[src/pkg/tpg_map.vh]
`ifndef TPG_MAP_VH
`define TPG_MAP_VH

// Register offsets on the 8-bit address port
`define TPG_ADDR_P1_DIR 8'hb0
`define TPG_ADDR_P2_DIR 8'hb1
`define TPG_ADDR_P1_DATA 8'hb2
`define TPG_ADDR_P2_DATA 8'hb3
`define TPG_ADDR_P3_DIR 8'hb4
`define TPG_ADDR_P3_DATA 8'hb6
`define TPG_ADDR_P1_LEVEL 8'hb8
`define TPG_ADDR_P2_LEVEL 8'hb9
`define TPG_ADDR_P3_LEVEL 8'hba
`define TPG_ADDR_MODE 8'hbb
`define TPG_ADDR_P3_PULLUP 8'hbc

// Reset values, and the fixed direction of ports 1-2 in mode 1
`define TPG_RST_DIR 8'h00
`define TPG_RST_DATA 8'h00
`define TPG_RST_PULLUP 8'h00
`define TPG_DIR_FIXED_OUT 8'hff

// Answers for write-only and unmapped reads
`define TPG_READ_WO 8'hff
`define TPG_READ_UNMAPPED 8'hff

// Operating mode codes on the mode straps
`define TPG_MODE_1 2'h1
`define TPG_MODE_2 2'h2
`define TPG_MODE_3 2'h3

// Field layout of the mode status register
`define TPG_MODE_FLD_VALID 2

`endif

[src/core/tpg_sync.v]
`default_nettype none

module tpg_sync #(
   parameter WIDTH = 8
) (
   input wire clk,
   input wire rst_n,
   input wire [WIDTH-1:0] din,
   output reg [WIDTH-1:0] dout
);

   reg [WIDTH-1:0] meta_reg;

   // First stage feeds the second stage only
   always @(posedge clk or negedge rst_n) begin
      if (!rst_n) begin
         meta_reg <= {WIDTH{1'b0}};
         dout <= {WIDTH{1'b0}};
      end else begin
         meta_reg <= din;
         dout <= meta_reg;
      end
   end

endmodule // tpg_sync

`default_nettype wire

[src/core/tpg_mode_strap.v]
`default_nettype none

module tpg_mode_strap (
   input wire clk,
   input wire rst_n,
   input wire [1:0] mode_pins,
   output reg [1:0] mode,
   output reg mode_valid
);

   wire [1:0] mode_sync;
   reg [1:0] settle_reg;

   tpg_sync #(.WIDTH(2)) u_sync (
      .clk(clk),
      .rst_n(rst_n),
      .din(mode_pins),
      .dout(mode_sync)
   );

   // Straps are caught once, after the synchroniser has filled
   always @(posedge clk or negedge rst_n) begin
      if (!rst_n) begin
         settle_reg <= 2'h0;
         mode <= 2'h0;
         mode_valid <= 1'b0;
      end else if (!mode_valid) begin
         if (settle_reg == 2'h2) begin
            mode <= mode_sync;
            mode_valid <= 1'b1;
         end else begin
            settle_reg <= settle_reg + 2'h1;
         end
      end
   end

endmodule // tpg_mode_strap

`default_nettype wire

[src/core/tpg_gpio.v]
// Overview of operation
// - Port 3 pull-up follows its control bit
// - Pull-up control readable, writable, resets to zero
// - Port 3 direction write-only, resets to inputs
// - Modes 2/3: ports 1-2 direction write-only, zero
// - Mode 1: ports 1-2 fixed outputs, locked
// - Ports 1-2 data registers read and write
// - Port data registers reset to zero
//
// The implementer's own choice: the address-and-strobe port.
`include "tpg_map.vh"
`default_nettype none

module tpg_gpio #(
   parameter WIDTH = 8
) (
   input wire MCLK,
   input wire NRST,
   input wire [7:0] ADDR,
   input wire [7:0] WDATA,
   input wire WR,
   input wire RD,
   output reg [7:0] RDATA,
   input wire [1:0] MODE,
   input wire [WIDTH-1:0] P1_IN,
   output reg [WIDTH-1:0] P1_OUT,
   output reg [WIDTH-1:0] P1_OE,
   input wire [WIDTH-1:0] P2_IN,
   output reg [WIDTH-1:0] P2_OUT,
   output reg [WIDTH-1:0] P2_OE,
   input wire [WIDTH-1:0] P3_IN,
   output reg [WIDTH-1:0] P3_OUT,
   output reg [WIDTH-1:0] P3_OE,
   output reg [WIDTH-1:0] P3_PULLUP
);

   localparam NPORT = 3;

   // Direction and data of all three ports, port n in slice n-1
   wire [NPORT*WIDTH-1:0] dir_next_bus;
   wire [NPORT*WIDTH-1:0] data_bus;
   wire [NPORT*WIDTH-1:0] data_next_bus;
   reg [WIDTH-1:0] pullup_reg;
   reg [WIDTH-1:0] pullup_next;

   // Write strobes decoded once per register
   wire [NPORT-1:0] dir_wr;
   wire [NPORT-1:0] data_wr;
   wire [NPORT-1:0] dir_locked;
   wire pullup_wr;

   reg [7:0] mode_word;
   reg [7:0] addr_word;
   reg [7:0] rdata_next;

   wire [1:0] mode;
   wire mode_valid;
   wire mode1;
   wire [WIDTH-1:0] p1_level;
   wire [WIDTH-1:0] p2_level;
   wire [WIDTH-1:0] p3_level;
   wire [NPORT*WIDTH-1:0] pin_level;

   function [7:0] dir_addr;
      input integer port;
      begin
         case (port)
            0: dir_addr = `TPG_ADDR_P1_DIR;
            1: dir_addr = `TPG_ADDR_P2_DIR;
            default: dir_addr = `TPG_ADDR_P3_DIR;
         endcase
      end
   endfunction

   function [7:0] data_addr;
      input integer port;
      begin
         case (port)
            0: data_addr = `TPG_ADDR_P1_DATA;
            1: data_addr = `TPG_ADDR_P2_DATA;
            default: data_addr = `TPG_ADDR_P3_DATA;
         endcase
      end
   endfunction

   function [7:0] level_addr;
      input integer port;
      begin
         case (port)
            0: level_addr = `TPG_ADDR_P1_LEVEL;
            1: level_addr = `TPG_ADDR_P2_LEVEL;
            default: level_addr = `TPG_ADDR_P3_LEVEL;
         endcase
      end
   endfunction

   function hit;
      input strobe;
      input [7:0] addr;
      input [7:0] target;
      begin
         // Strobe and address must meet in one cycle
         hit = strobe && (addr == target);
      end
   endfunction

   function [WIDTH-1:0] port_part;
      input [NPORT*WIDTH-1:0] bus;
      input integer port;
      begin
         port_part = bus[port*WIDTH +: WIDTH];
      end
   endfunction

   function locks_dir;
      input integer port;
      input locked;
      begin
         // Only ports 1-2 are pinned by mode 1; port 3 always obeys software
         locks_dir = (port < 2) && locked;
      end
   endfunction

   function is_mode1;
      input valid;
      input [1:0] code;
      begin
         // Code 0 and an uncaught strap both fall back to modes 2/3
         is_mode1 = valid && (code == `TPG_MODE_1);
      end
   endfunction

   // Until the straps are caught, ports 1-2 are not locked: they keep reset inputs unless software writes their direction
   tpg_mode_strap u_mode (
      .clk(MCLK),
      .rst_n(NRST),
      .mode_pins(MODE),
      .mode(mode),
      .mode_valid(mode_valid)
   );

   assign mode1 = is_mode1(mode_valid, mode);

   tpg_sync #(.WIDTH(WIDTH)) u_sync_p1 (
      .clk(MCLK),
      .rst_n(NRST),
      .din(P1_IN),
      .dout(p1_level)
   );

   tpg_sync #(.WIDTH(WIDTH)) u_sync_p2 (
      .clk(MCLK),
      .rst_n(NRST),
      .din(P2_IN),
      .dout(p2_level)
   );

   tpg_sync #(.WIDTH(WIDTH)) u_sync_p3 (
      .clk(MCLK),
      .rst_n(NRST),
      .din(P3_IN),
      .dout(p3_level)
   );

   assign pin_level = {p3_level, p2_level, p1_level};

   genvar p;
   generate
      for (p = 0; p < NPORT; p = p + 1) begin : g_port
         reg [WIDTH-1:0] dir_reg;
         reg [WIDTH-1:0] dir_next;
         reg [WIDTH-1:0] data_reg;
         reg [WIDTH-1:0] data_next;

         assign dir_wr[p] = hit(WR, ADDR, dir_addr(p));
         assign data_wr[p] = hit(WR, ADDR, data_addr(p));
         assign dir_locked[p] = locks_dir(p, mode1);

         // Direction: written only, never read back
         always @* begin
            dir_next = dir_reg;
            if (dir_locked[p]) begin
               dir_next = `TPG_DIR_FIXED_OUT;
            end else if (dir_wr[p]) begin
               dir_next = WDATA[WIDTH-1:0];
            end
         end

         always @* begin
            data_next = data_reg;
            if (data_wr[p]) begin
               data_next = WDATA[WIDTH-1:0];
            end
         end

         always @(posedge MCLK or negedge NRST) begin
            if (!NRST) begin
               dir_reg <= `TPG_RST_DIR;
            end else begin
               dir_reg <= dir_next;
            end
         end

         always @(posedge MCLK or negedge NRST) begin
            if (!NRST) begin
               data_reg <= `TPG_RST_DATA;
            end else begin
               data_reg <= data_next;
            end
         end

         // Bus slices are disjoint, so each has a single driver
         assign dir_next_bus[p*WIDTH +: WIDTH] = dir_next;
         assign data_bus[p*WIDTH +: WIDTH] = data_reg;
         assign data_next_bus[p*WIDTH +: WIDTH] = data_next;
      end
   endgenerate

   assign pullup_wr = hit(WR, ADDR, `TPG_ADDR_P3_PULLUP);

   always @* begin
      pullup_next = pullup_reg;
      if (pullup_wr) begin
         pullup_next = WDATA[WIDTH-1:0];
      end
   end

   always @(posedge MCLK or negedge NRST) begin
      if (!NRST) begin
         pullup_reg <= `TPG_RST_PULLUP;
      end else begin
         pullup_reg <= pullup_next;
      end
   end

   // Mode status, so software can tell which strap set was caught
   always @* begin
      mode_word = 8'h00;
      mode_word[1:0] = mode;
      mode_word[`TPG_MODE_FLD_VALID] = mode_valid;
   end

   // Read path; write-only registers answer a fixed value
   always @* begin
      addr_word = `TPG_READ_UNMAPPED;
      case (ADDR)
         `TPG_ADDR_P1_DIR: begin
            addr_word = `TPG_READ_WO;
         end
         `TPG_ADDR_P2_DIR: begin
            addr_word = `TPG_READ_WO;
         end
         `TPG_ADDR_P3_DIR: begin
            addr_word = `TPG_READ_WO;
         end
         `TPG_ADDR_P1_DATA: begin
            addr_word = port_part(data_bus, 0);
         end
         `TPG_ADDR_P2_DATA: begin
            addr_word = port_part(data_bus, 1);
         end
         `TPG_ADDR_P3_DATA: begin
            addr_word = port_part(data_bus, 2);
         end
         `TPG_ADDR_P1_LEVEL: begin
            addr_word = port_part(pin_level, 0);
         end
         `TPG_ADDR_P2_LEVEL: begin
            addr_word = port_part(pin_level, 1);
         end
         `TPG_ADDR_P3_LEVEL: begin
            addr_word = port_part(pin_level, 2);
         end
         `TPG_ADDR_MODE: begin
            addr_word = mode_word;
         end
         `TPG_ADDR_P3_PULLUP: begin
            addr_word = pullup_reg;
         end
         default: begin
            addr_word = `TPG_READ_UNMAPPED;
         end
      endcase
   end

   always @* begin
      rdata_next = 8'h00;
      if (RD) begin
         rdata_next = addr_word;
      end
   end

   always @(posedge MCLK or negedge NRST) begin
      if (!NRST) begin
         RDATA <= 8'h00;
      end else begin
         RDATA <= rdata_next;
      end
   end

   // Pins follow the next register values so they move with the register
   always @(posedge MCLK or negedge NRST) begin
      if (!NRST) begin
         P1_OUT <= `TPG_RST_DATA;
         P1_OE <= `TPG_RST_DIR;
      end else begin
         P1_OUT <= port_part(data_next_bus, 0);
         P1_OE <= port_part(dir_next_bus, 0);
      end
   end

   always @(posedge MCLK or negedge NRST) begin
      if (!NRST) begin
         P2_OUT <= `TPG_RST_DATA;
         P2_OE <= `TPG_RST_DIR;
      end else begin
         P2_OUT <= port_part(data_next_bus, 1);
         P2_OE <= port_part(dir_next_bus, 1);
      end
   end

   // Port 3 keeps its direction under every mode
   always @(posedge MCLK or negedge NRST) begin
      if (!NRST) begin
         P3_OUT <= `TPG_RST_DATA;
         P3_OE <= `TPG_RST_DIR;
      end else begin
         P3_OUT <= port_part(data_next_bus, 2);
         P3_OE <= port_part(dir_next_bus, 2);
      end
   end

   always @(posedge MCLK or negedge NRST) begin
      if (!NRST) begin
         P3_PULLUP <= `TPG_RST_PULLUP;
      end else begin
         P3_PULLUP <= pullup_next;
      end
   end

endmodule // tpg_gpio

`default_nettype wire

[config.mk]
export PLATFORM = sky130hd
export DESIGN_NAME = tpg_gpio
export DESIGN_NICKNAME = d
export VERILOG_FILES = /design/src/core/tpg_sync.v /design/src/core/tpg_mode_strap.v /design/src/core/tpg_gpio.v
export VERILOG_INCLUDE_DIRS = /design/src /design/src/pkg
export SDC_FILE = /design/constraint.sdc
export NUM_CORES = 1
export LEC_CHECK = 0
export ABC_AREA = 1
export BUFFER_PORTS_ARGS = -buffer_cell sky130_fd_sc_hd__buf_2
export CORE_UTILIZATION = 45
export DETAILED_ROUTE_END_ITERATION = 16
export GPL_ROUTABILITY_DRIVEN = 0
export PLACE_DENSITY = 0.65
export SLEW_MARGIN = 10
export SYNTH_ARGS = -nofsm -noshare
export SYNTH_HDL_FRONTEND = slang
export SYNTH_SLANG_ARGS = --single-unit
export TNS_END_PERCENT = 100
[constraint.sdc]
create_clock -name MCLK -period 1.6 [get_ports MCLK]
set_clock_uncertainty 0.1 [all_clocks]
set_input_delay 0 -clock MCLK [delete_from_list [all_inputs] [get_ports MCLK]]
set_output_delay 0 -clock MCLK [all_outputs]
set_load 0.02 [all_outputs]
==> summary.txt <==
Logic synthesis
  • Syn Nets: between 500 and 600
  • Cell variety after synth: 17
  • Synthesized area per cell: between 9 and 10 µm²
  • Largest family of logic cells by synthesized area: simple AND/OR/NAND/NOR gates
  • Area of the mapped netlist: 0.00456 mm²
  • Most common cell in the netlist: dfrtp_1
  • Top cells by area, synth: dfrtp_1 66%, nand2_1 8.8%, nand3_1 6.5%
  • Synth Flop Type: dfrtp_1
  • Async set or reset register ratio after synthesis: 1.00
  • Simple-Gate Fraction of Synth Area: 0.221
  • Most instantiated cells after synthesis: 121 x dfrtp_1, 107 x nand2_1, 63 x nor2_1
  • Mapped Cells: between 400 and 500
  • Xor and xnor area share after synthesis: 0.00192
  • Synth Area in Adders: 0.00274
  • Yosys warnings: 0
  • Post-synth EDFFs: 0
  • Yosys reg bits: 121
  • Sequential area share after synthesis: 0.664
  • Compound-gate portion of the synthesized area: 0.0636
  • Post-synthesis mux area share: 0.00494
  • Share of the synthesized area in the top cell type: 0.664
  • Post-synth top area cell: dfrtp_1

Power and ir drop
  • P_leak: between 3 and 4 nW
  • Power Dens Cells: between 1000 and 1500 mW/mm²
  • Worst VDD drop: about 0.0006 V

Min path
  • Worst min path class: in2reg

Floorplanning
  • Initial Util: 0.465
  • Core Area: between 0.009 and 0.01 mm²
  • Die area: ~0.011 mm²
  • Die height: 103 µm
  • Row cnt: 36
  • Die Width: ~100 µm
  • Ports: 110

STA
  • Clock period minus worst slack: between 1 and 1.5 ns
  • Worst-margin pin slew: ~0.5 ns
  • Highest clock rate: slightly below 0.7 GHz
  • # setup viols final: 0
  • Hold Slack: approximately 0.017 ns
  • Fin crit share: 0.915
  • Worst slew margin: 0.674
  • Setup TNS: 0 ns
  • RSZ-0062 raised after global routing: no
  • Final hold violations: 0
  • Max-slew violations: 0
  • Setup WS post-layout: roughly 0.14 ns

Place
  • Placed instance area: 0.00536 mm²
  • Port buffer count: between 100 and 150
  • DP Wirelength: about 7800 µm
  • Post-placement setup slack: 0.117 ns

Global route
  • Gr ovfl total: 0
  • GRT Overall Usage: 0.238
  • First-pass GRT wire length: 18,100 µm
  • Vias in the first global route: ~3,700
  • Pin count of the biggest net entering global routing: 48
  • Antenna violations before repair: 0

Outcome
  • Status: complete, no violations

Worst setup path
  • CP startpoint kind: input pin
  • Peak fanout along the critical path: 9
  • Required @ worst endpoint: around 1.9 ns
  • Critical path endpoint category: flip-flop
  • Crit Path Class: in2reg
  • Critical Path AT: 1.78 ns

Clock tree
  • Clk slew on worst S/H paths: 0.06 ns
  • Htree depth: 4
  • Root buf cell: clkbuf_8
  • Post-CTS Setup Repair Bufs: 0
  • TritonCTS buffer count: 17
  • TritonCTS clock tree: yes
  • Clk Latency, worst-skew pair: approximately 0.52 ns
  • Max clock buf depth: 2
  • # clock sinks: 121

Drt
  • M1 WL: around 5100 µm
  • Met3 WL: 629 µm
  • Initial DRC count: ~240
  • DRC viols: 0
  • Routed Antenna Nets: 0
  • Wire per inst: approximately 14 µm
  • Drt via density: between 4 and 5
  • DRT Pass-1 Iters: 5
  • Max layer used: met4
  • Met2 wire len: 5460 µm
  • Final WL: approximately 11,000 µm
  • Vias post-DR: 3,821

Finish
  • Final Cell Area: about 0.0064 mm²
  • Synth-to-Final Area Change: 40.0%
  • ANT cells: 0
  • Final #Nets: a little under 700
  • Share of layout cells above drive strength 1: 0.255
  • Fillers: ~790

Job
  • Max-cap violations: 0
## report_power, final
group | total (mW) | switching, mW | internal [mW]
Clock | 3.58 | 1.30 | 2.28
Combinational | 0.716 | 0.441 | 0.275
Sequential | 3.34 | 0.0968 | 3.24
## worst max-delay path: stages
cell and delay (ns):
dlygate4sd3_1 0.54, buf_2 0.15, inv_1 0.09, nand2_1 0.10, nor2_1 0.21, buf_4 0.21, nand2_1 0.06, nand2_1 0.06
nor2_1 0.04, nand2_1 0.11, nand3_1 0.10, nand2_1 0.07, inv_1 0.04
## logic make-up (layout without fill, tap and decap cells)
logic type,after synthesis,count (layout)
xor gates and xnor gates,1,1
adders and majority gates,1,1
muxes,2,2
DFF,121,121
buffers and inverters,47,234
and+or+nand+nor,239,239
AOI/OAI and AO/OA,58,58
## layout by cell type (no fill, tap or decap)
cell / synthesis / final
dfrtp_1: 121 / 121
buf_2: 9 / 108
nand2_1: 107 / 107
nor2_1: 63 / 62
nand3_1: 59 / 59
dlygate4sd3_1: 0 / 45
o21ai_0: 42 / 42
inv_1: 32 / 32
a21oi_1: 16 / 16
clkbuf_16: 0 / 16
buf_4: 1 / 15
clkinv_2: 0 / 5
nor2_2: 6 / 4
nor2_4: 0 / 3
clkbuf_8: 0 / 3
clkinvlp_4: 0 / 3
nand4_1: 2 / 2
mux2_2: 2 / 2
clkinv_4: 0 / 2
bufinv_16: 0 / 2
buf_12: 0 / 2
nor3_4: 1 / 1
nand3_2: 1 / 1
xor2_1: 1 / 1
ha_1: 1 / 1
clkbuf_1: 5 / 1
## routing by layer
layer	vias up	global-route usage
met3	25	0.0759
met1	1789	0.312
met5	-	0
li1	1864	-
met4	0	0.104
met2	143	0.365
## final cells by class
| class | instances | area, µm² | share of cell area |
|---|---|---|---|
| Multi-Input combinational cell | 301 | 1360 | 0.213 |
| Sequential cell | 121 | 3030 | 0.474 |
| Tap cell | 133 | 166 | 0.0260 |
| Clock buffer | 20 | 445 | 0.0697 |
| Timing Repair Buffer | 170 | 1140 | 0.179 |
| Inverter | 32 | 120 | 0.0188 |
| Clock inverter | 12 | 125 | 0.0196 |
## timing repair
action                                  4_1_cts  5_1_grt
endpoints found under the setup margin        0       11
endpoints found under the hold margin       211        3
gates resized for setup                       0        2
hold buffers                                 42        3
## path summary, 6_finish.rpt
kind	start	to	slack, ns	depth (start not counted)
setup / recovery	ADDR[0]	RDATA[0]	0.14	13
hold / removal	P1_IN[5]	u_sync_p1.meta_reg[5]	0.02	2
setup reg to reg	u_mode.mode_valid	g_port[1].dir_reg[3]	0.27	7
hold reg to reg	u_sync_p1.meta_reg[0]	u_sync_p1.dout[0]	0.25	0
max in group asynchronous	NRST	RDATA[1]	0.37	4
min in group asynchronous	NRST	P3_OE[4]	0.44	3
## metrics by stage
stage / cells / utilization / total power [mW]
global placement: 712 / 0.546 / 4.01
floorplan: 469 / - / 3.68
global route: 789 / 0.651 / 7.96
finish: 789 / 0.651 / 7.63
CTS: 786 / 0.647 / 7.69
detailed placement: 712 / 0.546 / 4.02
Power figures use the tool's default switching activity.
